==> config.mk <==
export PLATFORM = sky130hd
export DESIGN_NAME = slcr_top
export DESIGN_NICKNAME = d
export VERILOG_FILES = /design/src/rtl/slcr_pkg.sv /design/src/rtl/slcr_reg8.sv /design/src/rtl/slcr_sync_sel.sv /design/src/rtl/slcr_top.sv
export VERILOG_INCLUDE_DIRS = /design/src /design/src/rtl
export SDC_FILE = /design/constraint.sdc
export NUM_CORES = 1
export LEC_CHECK = 0
export ABC_AREA = 1
export BUFFER_PORTS_ARGS = -buffer_cell sky130_fd_sc_hd__buf_4
export CAP_MARGIN = 20
export CORE_MARGIN = 1
export CORE_UTILIZATION = 30
export CTS_CLUSTER_DIAMETER = 150
export DETAILED_ROUTE_END_ITERATION = 8
export HOLD_SLACK_MARGIN = 0.02
export SLEW_MARGIN = 20
export SYNTH_ARGS = -nofsm -noshare
export SYNTH_HDL_FRONTEND = slang
export SYNTH_SLANG_ARGS = --single-unit
==> constraint.sdc <==
create_clock -name aclk -period 1.3 [get_ports aclk]
set_input_delay 0.13 -clock aclk [delete_from_list [all_inputs] [get_ports aclk]]
set_output_delay 0.13 -clock aclk [all_outputs]
set_load 0.02 [all_outputs]
==> src/rtl/slcr_regs.svh <==
// offsets, field positions, reset values and codes for the serial link control registers
`ifndef SLCR_REGS_SVH
`define SLCR_REGS_SVH
`define SLCR_IDX_SOFT_SYNC     12'h0203
`define SLCR_IDX_LINK_CTRL     12'h0204
`define SLCR_IDX_TEST_CTRL     12'h0205
`define SLCR_IDX_LINK_EN       12'h0200
`define SLCR_IDX_LINK_MODE     12'h0201
`define SLCR_IDX_STATUS        12'h0210
`define SLCR_RST_SOFT_SYNC     8'h01
`define SLCR_RST_LINK_CTRL     8'h03
`define SLCR_RST_TEST_CTRL     8'h00
`define SLCR_RST_LINK_EN       8'h01
`define SLCR_RST_LINK_MODE     8'h02
`define SLCR_BIT_SYNC_N        0
`define SLCR_BIT_SCR           0
`define SLCR_BIT_FMT           1
`define SLCR_SEL_LO            2
`define SLCR_SEL_HI            3
`define SLCR_BIT_UPPER         4
`define SLCR_TP_HI             4
`define SLCR_SEL_PIN           2'h0
`define SLCR_SEL_TIMESTAMP_INPUT_PIN         2'h1
`define SLCR_SEL_NONE          2'h2
`define SLCR_TP_NORMAL         5'h00
`define SLCR_MODE66_MIN        8'h0A
`endif

==> src/rtl/slcr_pkg.sv <==
// types shared by the serial link control register files
package slcr_pkg;
	typedef logic [7:0] slcr_byte_t;
	typedef logic [1:0] slcr_resp_t;
	typedef logic [4:0] slcr_tp_t;
endpackage

==> src/rtl/slcr_reg8.sv <==
// one 8-bit software register with reset value and write strobe
`timescale 1ns/10ps
module slcr_reg8 #(
	parameter logic [7:0] RESET_VAL = 8'h00
) (
	input  wire logic             aclk,
	input  wire logic             aresetn,
	input  wire logic             wr,
	input  wire slcr_pkg::slcr_byte_t wdata,
	output      slcr_pkg::slcr_byte_t q
);
	import slcr_pkg::*;
	// all bits writable, reserved ones included, as the map shows them R/W
	always_ff @(posedge aclk) begin
		if (!aresetn) begin
			q <= RESET_VAL;
		end else if (wr) begin
			q <= wdata;
		end
	end
endmodule

==> src/rtl/slcr_sync_sel.sv <==
// selects the sync pin and merges it with the software request
`timescale 1ns/10ps
`include "slcr_regs.svh"
module slcr_sync_sel (
	input  wire logic       soft_sync_request_n,
	input  wire logic [1:0] sel,
	input  wire logic       sync_input_pin_n,
	input  wire logic       timestamp_input_pin_n,
	output      logic       sync_request
);
	import slcr_pkg::*;
	logic pin_req;
	// code 3 is not a defined source and is treated like "no pin"
	assign pin_req = (sel == `SLCR_SEL_PIN)   ? !sync_input_pin_n :
	                 (sel == `SLCR_SEL_TIMESTAMP_INPUT_PIN) ? !timestamp_input_pin_n :
	                 1'b0;
	// software request always counts, pin holds the request while low
	assign sync_request = !soft_sync_request_n || pin_req;
endmodule

==> src/rtl/slcr_top.sv <==
// AXI4-Lite register bank controlling the serial output link
//
// Implementation choice: the AXI4-Lite slave port.
`timescale 1ns/10ps
`include "slcr_regs.svh"
module slcr_top (
	input  wire logic                 aclk,
	input  wire logic                 aresetn,
	input  wire logic [13:0]          s_axi_awaddr,
	input  wire logic                 s_axi_awvalid,
	output      logic                 s_axi_awready,
	input  wire logic [31:0]          s_axi_wdata,
	input  wire logic [3:0]           s_axi_wstrb,
	input  wire logic                 s_axi_wvalid,
	output      logic                 s_axi_wready,
	output      slcr_pkg::slcr_resp_t s_axi_bresp,
	output      logic                 s_axi_bvalid,
	input  wire logic                 s_axi_bready,
	input  wire logic [13:0]          s_axi_araddr,
	input  wire logic                 s_axi_arvalid,
	output      logic                 s_axi_arready,
	output      logic [31:0]          s_axi_rdata,
	output      slcr_pkg::slcr_resp_t s_axi_rresp,
	output      logic                 s_axi_rvalid,
	input  wire logic                 s_axi_rready,
	input  wire logic                 sync_input_pin_n,
	input  wire logic                 timestamp_input_pin_n,
	input  wire logic                 link_mode_is_64b66b,
	output      logic                 sync_request,
	output      logic                 link_enable,
	output      logic                 link_reset,
	output      logic                 serializer_powerdown,
	output      logic                 link_clock_gate_en,
	output      logic [7:0]           link_a_lane_en,
	output      logic [7:0]           link_b_lane_en,
	output      logic                 sample_format,
	output      logic                 scrambler_active,
	output      logic                 test_mode_active,
	output      slcr_pkg::slcr_tp_t   test_pattern_select,
	output      logic [7:0]           link_mode_select
);
	import slcr_pkg::*;

	typedef enum logic [1:0] {
		SLCR_W_IDLE = 2'b01,
		SLCR_W_RESP = 2'b10
	} slcr_wst_t;

	slcr_wst_t  wst_q;
	slcr_wst_t  wst_d;
	logic       aw_held_q;
	logic       w_held_q;
	logic       w_seen_q;
	logic [11:0] aw_idx_q;
	logic [7:0] wbyte_q;
	logic       wbad_q;
	logic       rvalid_q;
	logic [31:0] rdata_q;
	logic       rbad_q;
	slcr_byte_t soft_sync_q;
	slcr_byte_t link_ctrl_q;
	slcr_byte_t test_ctrl_q;
	slcr_byte_t link_en_q;
	slcr_byte_t link_mode_q;
	logic       link_en_r_q;

	// byte address is four times the printed index
	wire [11:0] aw_idx_in = s_axi_awaddr[13:2];
	wire [11:0] ar_idx    = s_axi_araddr[13:2];
	wire        aw_take   = s_axi_awvalid && s_axi_awready;
	wire        w_take    = s_axi_wvalid && s_axi_wready;
	wire        w_do      = (wst_q == SLCR_W_IDLE) && aw_held_q && w_held_q;
	wire        wr_en     = w_do && !wbad_q && w_seen_q;
	wire        wr_sync   = wr_en && (aw_idx_q == `SLCR_IDX_SOFT_SYNC);
	wire        wr_ctrl   = wr_en && (aw_idx_q == `SLCR_IDX_LINK_CTRL);
	wire        wr_test   = wr_en && (aw_idx_q == `SLCR_IDX_TEST_CTRL);
	wire        wr_len    = wr_en && (aw_idx_q == `SLCR_IDX_LINK_EN);
	wire        wr_mode   = wr_en && (aw_idx_q == `SLCR_IDX_LINK_MODE);
	wire        aw_map    = (aw_idx_in == `SLCR_IDX_SOFT_SYNC) ||
	                        (aw_idx_in == `SLCR_IDX_LINK_CTRL) ||
	                        (aw_idx_in == `SLCR_IDX_TEST_CTRL) ||
	                        (aw_idx_in == `SLCR_IDX_LINK_EN) ||
	                        (aw_idx_in == `SLCR_IDX_LINK_MODE);

	// address and data are latched independently, so either may come first
	assign s_axi_awready = (wst_q == SLCR_W_IDLE) && !aw_held_q;
	assign s_axi_wready  = (wst_q == SLCR_W_IDLE) && !w_held_q;
	assign s_axi_bvalid  = (wst_q == SLCR_W_RESP);
	assign s_axi_bresp   = wbad_q ? 2'h2 : 2'h0;
	assign s_axi_arready = !rvalid_q;
	assign s_axi_rvalid  = rvalid_q;
	assign s_axi_rdata   = rdata_q;
	assign s_axi_rresp   = rbad_q ? 2'h2 : 2'h0;

	// write state sequencing
	always_comb begin
		wst_d = wst_q;
		case (wst_q)
			SLCR_W_IDLE: if (w_do) wst_d = SLCR_W_RESP;
			SLCR_W_RESP: if (s_axi_bready) wst_d = SLCR_W_IDLE;
			default:     wst_d = SLCR_W_IDLE;
		endcase
	end

	always_ff @(posedge aclk) begin
		if (!aresetn) begin
			wst_q <= SLCR_W_IDLE;
		end else begin
			wst_q <= wst_d;
		end
	end

	// address half of a write; unmapped offsets answer SLVERR
	always_ff @(posedge aclk) begin
		if (!aresetn) begin
			aw_held_q <= 1'b0;
			aw_idx_q  <= 12'h0000;
			wbad_q    <= 1'b0;
		end else if (aw_take) begin
			aw_held_q <= 1'b1;
			aw_idx_q  <= aw_idx_in;
			wbad_q    <= !aw_map;
		end else if (w_do) begin
			aw_held_q <= 1'b0;
		end
	end

	// data half; a write without lane 0 strobe leaves the register unchanged
	always_ff @(posedge aclk) begin
		if (!aresetn) begin
			w_held_q <= 1'b0;
			wbyte_q  <= 8'h00;
		end else if (w_take) begin
			w_held_q <= 1'b1;
			wbyte_q  <= s_axi_wdata[7:0];
		end else if (w_do) begin
			w_held_q <= 1'b0;
		end
	end

	// lane 0 strobe of the held beat; a strobe-less beat is answered but not stored,
	// so the master never waits forever for its response
	always_ff @(posedge aclk) begin
		if (!aresetn) begin
			w_seen_q <= 1'b0;
		end else if (w_take) begin
			w_seen_q <= s_axi_wstrb[0];
		end
	end

	// software registers
	slcr_reg8 #(.RESET_VAL(`SLCR_RST_SOFT_SYNC)) u_soft_sync (
		.aclk    (aclk),
		.aresetn (aresetn),
		.wr      (wr_sync),
		.wdata   (wbyte_q),
		.q       (soft_sync_q)
	);
	slcr_reg8 #(.RESET_VAL(`SLCR_RST_LINK_CTRL)) u_link_ctrl (
		.aclk    (aclk),
		.aresetn (aresetn),
		.wr      (wr_ctrl),
		.wdata   (wbyte_q),
		.q       (link_ctrl_q)
	);
	slcr_reg8 #(.RESET_VAL(`SLCR_RST_TEST_CTRL)) u_test_ctrl (
		.aclk    (aclk),
		.aresetn (aresetn),
		.wr      (wr_test),
		.wdata   (wbyte_q),
		.q       (test_ctrl_q)
	);
	slcr_reg8 #(.RESET_VAL(`SLCR_RST_LINK_EN)) u_link_en (
		.aclk    (aclk),
		.aresetn (aresetn),
		.wr      (wr_len),
		.wdata   (wbyte_q),
		.q       (link_en_q)
	);
	slcr_reg8 #(.RESET_VAL(`SLCR_RST_LINK_MODE)) u_link_mode (
		.aclk    (aclk),
		.aresetn (aresetn),
		.wr      (wr_mode),
		.wdata   (wbyte_q),
		.q       (link_mode_q)
	);

	// read path: one register answer, status word shows live link state
	wire [7:0] status_b = {3'h0, test_mode_active, scrambler_active, link_reset,
	                       sync_request, link_enable};
	wire [7:0] rd_byte  = (ar_idx == `SLCR_IDX_SOFT_SYNC) ? soft_sync_q :
	                      (ar_idx == `SLCR_IDX_LINK_CTRL) ? link_ctrl_q :
	                      (ar_idx == `SLCR_IDX_TEST_CTRL) ? test_ctrl_q :
	                      (ar_idx == `SLCR_IDX_LINK_EN)   ? link_en_q :
	                      (ar_idx == `SLCR_IDX_LINK_MODE) ? link_mode_q :
	                      (ar_idx == `SLCR_IDX_STATUS)    ? status_b : 8'h00;
	wire       ar_map   = (ar_idx == `SLCR_IDX_SOFT_SYNC) ||
	                      (ar_idx == `SLCR_IDX_LINK_CTRL) ||
	                      (ar_idx == `SLCR_IDX_TEST_CTRL) ||
	                      (ar_idx == `SLCR_IDX_LINK_EN) ||
	                      (ar_idx == `SLCR_IDX_LINK_MODE) ||
	                      (ar_idx == `SLCR_IDX_STATUS);

	always_ff @(posedge aclk) begin
		if (!aresetn) begin
			rvalid_q <= 1'b0;
			rdata_q  <= 32'h0000_0000;
			rbad_q   <= 1'b0;
		end else if (s_axi_arvalid && s_axi_arready) begin
			rvalid_q <= 1'b1;
			rdata_q  <= {24'h00_0000, rd_byte};
			rbad_q   <= !ar_map;
		end else if (s_axi_rready) begin
			rvalid_q <= 1'b0;
		end
	end

	// registered link enable so the link side sees a clean level
	always_ff @(posedge aclk) begin
		if (!aresetn) begin
			link_en_r_q <= 1'b0;
		end else begin
			link_en_r_q <= link_en_q[0];
		end
	end

	slcr_sync_sel u_sync_sel (
		.soft_sync_request_n   (soft_sync_q[`SLCR_BIT_SYNC_N]),
		.sel                   (link_ctrl_q[`SLCR_SEL_HI:`SLCR_SEL_LO]),
		.sync_input_pin_n      (sync_input_pin_n),
		.timestamp_input_pin_n (timestamp_input_pin_n),
		.sync_request          (sync_request)
	);

	// link controls; a disabled link holds reset and powers everything down
	wire upper = link_ctrl_q[`SLCR_BIT_UPPER];
	assign link_enable          = link_en_r_q;
	assign link_reset           = !link_en_r_q;
	assign serializer_powerdown = !link_en_r_q;
	assign link_clock_gate_en   = link_en_r_q;
	assign link_a_lane_en = !link_en_r_q ? 8'h00 : (upper ? 8'hF0 : 8'h0F);
	assign link_b_lane_en = !link_en_r_q ? 8'h00 : (upper ? 8'hF0 : 8'h0F);
	assign sample_format        = link_ctrl_q[`SLCR_BIT_FMT];
	// 64b/66b framing scrambles unconditionally; the bit only steers 8b/10b
	assign scrambler_active = link_mode_is_64b66b || link_ctrl_q[`SLCR_BIT_SCR];
	assign test_pattern_select = test_ctrl_q[`SLCR_TP_HI:0];
	assign test_mode_active = (test_pattern_select != `SLCR_TP_NORMAL);
	assign link_mode_select = link_mode_q;

	// a write of 0 to the sync bit shows as a request on the next cycle
	property p_soft_req;
		@(posedge aclk) disable iff (!aresetn)
		(wr_sync && !wbyte_q[0]) |=> sync_request;
	endproperty
	a_soft_req: assert property (p_soft_req) else $error("soft sync write gave no request");

	property p_no_pin_sel2;
		@(posedge aclk) disable iff (!aresetn)
		(link_ctrl_q[3:2] == 2'h2 && soft_sync_q[0]) |-> !sync_request;
	endproperty
	a_no_pin_sel2: assert property (p_no_pin_sel2) else $error("pin leaked in software mode");

	property p_pin_sel0;
		@(posedge aclk) disable iff (!aresetn)
		(link_ctrl_q[3:2] == 2'h0 && !sync_input_pin_n) |-> sync_request;
	endproperty
	a_pin_sel0: assert property (p_pin_sel0) else $error("sync pin ignored with select 0");

	property p_ts_sel1;
		@(posedge aclk) disable iff (!aresetn)
		(link_ctrl_q[3:2] == 2'h1 && !timestamp_input_pin_n) |-> sync_request;
	endproperty
	a_ts_sel1: assert property (p_ts_sel1) else $error("timestamp pin ignored with select 1");

	property p_reset_vals;
		@(posedge aclk) $rose(aresetn) |-> (soft_sync_q == 8'h01 && link_ctrl_q == 8'h03
		                                    && test_ctrl_q == 8'h00 && !sync_request);
	endproperty
	a_reset_vals: assert property (p_reset_vals) else $error("bad reset values");

	property p_lanes;
		@(posedge aclk) disable iff (!aresetn)
		link_enable |-> (link_a_lane_en == (upper ? 8'hF0 : 8'h0F)) && (link_b_lane_en == link_a_lane_en);
	endproperty
	a_lanes: assert property (p_lanes) else $error("lane map wrong");

	property p_scr66;
		@(posedge aclk) disable iff (!aresetn)
		link_mode_is_64b66b |-> scrambler_active;
	endproperty
	a_scr66: assert property (p_scr66) else $error("64b/66b not scrambled");

	property p_disabled;
		@(posedge aclk) disable iff (!aresetn)
		(wr_len && !wbyte_q[0]) |=> ##1 (link_reset && serializer_powerdown && link_a_lane_en == 8'h00);
	endproperty
	a_disabled: assert property (p_disabled) else $error("link not held when disabled");

	property p_fmt;
		@(posedge aclk) disable iff (!aresetn)
		wr_ctrl |=> (sample_format == $past(wbyte_q[1])) && (link_mode_is_64b66b || scrambler_active == $past(wbyte_q[0]));
	endproperty
	a_fmt: assert property (p_fmt) else $error("format or scrambler not updated");
endmodule

==> results.py <==
metrics = {
    "timing": {
        "drv_slew": 0,
        "finClkSkew_ps": 5.26,
        "period_needed_ps": 1480,
        "final-hold-violation-count": 0,
        "relSlewSlack_pct": 62.6,
        "whs_ps": 30.7,
        "tightestPinTransition_ps": 560,
        "fin_crit_sh_pct": 114,
        "fmax_mhz": 678,
        "setup-violations-final": 52,
        "rsz0062_at_grt": "yes",
        "finalWorstSetupSlack_ps": -176,
    },
    "grt": {
        "use_met1_pct": 20.6,
        "antenna_found_initial": 0,
        "grt_pass1_vias": 3704,
        "grt_pass1_wl_um": 17800,
        "grt.busiest_layer": "met2",
        "gr-total-overflow": 0,
        "grt_max_degree": 41,
        "gr-usage-met3_pct": 4.39,
        "grtUsageMet2_pct": 30.2,
        "grtUsageTotal_pct": 17.2,
    },
    "clock_tree": {
        "cts.sinks": 77,
        "htree_levels": 3,
        "cts_root_buffer": "clkbuf_16",
        "cts.clk_slew.worst_paths_ps": 60,
        "cts_tree": "built",
        "insertion_delay_ps": 330,
        "clk_path_buf_depth": 2,
        "numCtsBuffers": 9,
    },
    "yosys": {
        "ys_warn_count": 0,
        "synth_compound_area_share_pct": 20.4,
        "muxShareOfSynthArea_pct": 0,
        "synth_cell_type_count": 40,
        "ys_seq_area_share_pct": 39.5,
        "synth-xor-area-share_pct": 0,
        "yosys.area_share.adder_pct": 0,
        "ys_ff_latch": 77,
        "synth_area_sq_um": 3900,
        "avgSynthCellArea_sq_um": 7.38,
        "synth_top_family_by_area": "simple AND/OR/NAND/NOR gates",
        "synthCells": 529,
        "yosys.area_share.simple_pct": 20.8,
    },
    "power_and_ir_drop": {
        "power_density_nw_per_um2": 999,
        "power.total_mw": 5.85,
        "max-vdd-ir-drop_uv": 603,
        "power.leakage_nw": 2.60,
    },
    "place": {
        "numPortBuffers": 94,
        "hpwl_um": 7930,
        "gp_congestion": 0.873,
    },
    "routing": {
        "dr.pass1.iters": 5,
        "ant_nets": 0,
        "drt-vias-per-instance": 4.57,
        "drc": 0,
        "drtIter0Drc": 217,
        "vias": 3882,
        "drt_wl_total_um": 11600,
        "avgRoutedWirePerCell_um": 13.6,
    },
    "worst_hold_path": {
        "min_path_type": "primary input to register",
        "min_from": "s_axi_awaddr[8]",
        "holdPathEnd": "aw_idx_q[6]",
        "min_path_cells": 3,
    },
    "worst_setup_path": {
        "reg2reg_to": "u_link_ctrl.q[0]",
        "cp_slowest_stage_delay_ps": 320,
        "r2r-start": "aw_idx_q[5]",
        "cpMaxStageDelayCell": "dfxtp_2",
        "critPathKind": "register to register",
        "crit_path_end_kind": "register",
        "cp_max_fo": 6,
        "crit_required_ps": 1540,
        "critPathArrivalTime_ps": 1710,
        "critPathMostFrequentCell": "nand2_2",
        "crit_chain": "nor2_2 -> nand2_2 -> inv_2 -> nand3_2 -> nor3_4 -> nand2_2 -> o211ai_1",
        "ff2ff_path_depth": 7,
        "reg2reg_slack_ps": -180,
        "cp-start-kind": "register",
    },
    "floorplanning": {
        "io_pins": 152,
        "die_w_um": 116,
        "die-area_sq_um": 13500,
        "std_cell_rows": 41,
        "die_y_um": 116,
        "start_util_pct": 30.8,
        "fp.coreArea_sq_um": 12700,
    },
    "layout": {
        "most-common-layout-cells": "140 x buf_4, 64 x dfxtp_1, 60 x inv_1",
        "mostFrequentLayoutCell": "buf_4",
        "diodes": 0,
        "drive_above_1_share_pct": 45.8,
        "synthToLayoutAreaGrowth_pct": 50.1,
        "fin_util_pct": 46.2,
        "nets": 747,
        "fill_cells": 1227,
    },
    "outcome": {
        "violations": "negative setup slack",
        "status": "finished with violations",
    },
    "job": {
        "maxCapViolations": 0,
    },
}
[repair_timing]
item	CTS	global route
resized for setup	80	85
endpoints found under the hold margin	1	0
pin swaps	21	25
endpoints found under the setup margin	71	84
buffers inserted	9	9
cloned	4	2
hold buffers	1	0
[power by group]
part / switching (mW) / total (mW) / internal (mW)
Combinational: 0.608 / 1.08 / 0.468
Sequential: 0.0918 / 2.55 / 2.46
Clock: 0.957 / 2.23 / 1.27
Total: 1.66 / 5.85 / 4.19
[sequential cells by signal, indices dropped and copies added, names as in the netlist, 2 cells and up]
register       cells
aw_idx_q          12
s_axi_rdata        8
u_link_ctrl.q      8
u_link_en.q        8
u_link_mode.q      8
u_soft_sync.q      8
u_test_ctrl.q      8
wbyte_q            8
wst_q              2
[cell usage after synthesis (all sizes together)]
| master | instances | share of area (%) |
|---|---|---|
| a211oi | 7 | 1.7 |
| a21oi | 54 | 7.2 |
| a41oi | 1 | 0.22 |
| buf | 59 | 11 |
| clkbuf | 8 | 0.77 |
| clkinv | 2 | 0.26 |
| conb | 1 | 0.096 |
| dfxtp | 77 | 39 |
| inv | 72 | 6.9 |
| nand2 | 61 | 6.4 |
| nand3 | 31 | 4.6 |
| nand4 | 3 | 0.48 |
| nor2 | 62 | 6.6 |
| nor3 | 6 | 1.3 |
| nor4 | 3 | 0.87 |
| o211ai | 9 | 1.9 |
| o21a | 1 | 0.19 |
| o21ai | 64 | 8.3 |
| o22ai | 4 | 0.64 |
| o31ai | 1 | 0.19 |
| or2 | 3 | 0.48 |
[worst max-delay path, delay by kind of cell (launching register included)]
kind | cells | cell delay [ps]
compound gates | 1 | 240
buf+inv | 1 | 70
flops | 1 | 320
simple gates | 5 | 750
[metal layers]
| metal | share of wire (%) | up-vias | wire length (um) |
|---|---|---|---|
| li1 | - | 1950 | - |
| met1 | 44 | 1790 | 5050 |
| met2 | 50 | 127 | 5740 |
| met3 | 5.1 | 15 | 589 |
| met4 | 1.5 | 0 | 170 |
| met5 | 0 | - | 0 |
[area by class of cell]
type | count | area [sq um] | area share [%]
Timing Repair inverter | 1 | 5.00 | 0.0855
Clock inverter | 5 | 28.8 | 0.491
Multi-Input combinational cell | 340 | 2110 | 36.1
Tap cell | 172 | 215 | 3.67
Clock buffer | 10 | 229 | 3.91
Inverter | 74 | 300 | 5.13
Sequential cell | 77 | 1560 | 26.6
Timing Repair Buffer | 170 | 1410 | 24.0
[kinds of logic (layout without fill, tap and decap cells)]
| group | Yosys count | count (layout) |
|---|---|---|
| DFF | 77 | 77 |
| AOI/OAI and AO/OA | 141 | 141 |
| other | 1 | 26 |
| buffers and inverters | 141 | 260 |
| and+or+nand+nor | 169 | 173 |
[how the worst max path moves through the flow]
stage	to	cells after the start	startpoint
after floorplan	u_link_mode.q[5]	7	aw_idx_q[6]
after global placement	s_axi_rdata[5]	9	s_axi_araddr[9]
after detailed placement	u_test_ctrl.q[4]	10	aw_idx_q[6]
after CTS	u_link_mode.q[6]	7	aw_idx_q[10]
after global routing	u_link_ctrl.q[0]	8	aw_idx_q[7]
final	u_link_ctrl.q[0]	7	aw_idx_q[5]
[through the flow]
| step | setup slack, ps | TNS (ps) | instances | instance area (sq um) |
|---|---|---|---|---|
| 2_1_floorplan | -84.2 | -747 | 554 | 4070 |
| 3_3_place_gp | -238 | -6080 | 810 | 4940 |
| 3_5_place_dp | -245 | -7380 | 810 | 4940 |
| 4_1_cts | -170 | -4910 | 839 | 5560 |
| 5_1_grt | -248 | -9610 | 849 | 5860 |
| 6_report | -176 | -5160 | 849 | 5860 |
Power figures use the tool's default switching activity.
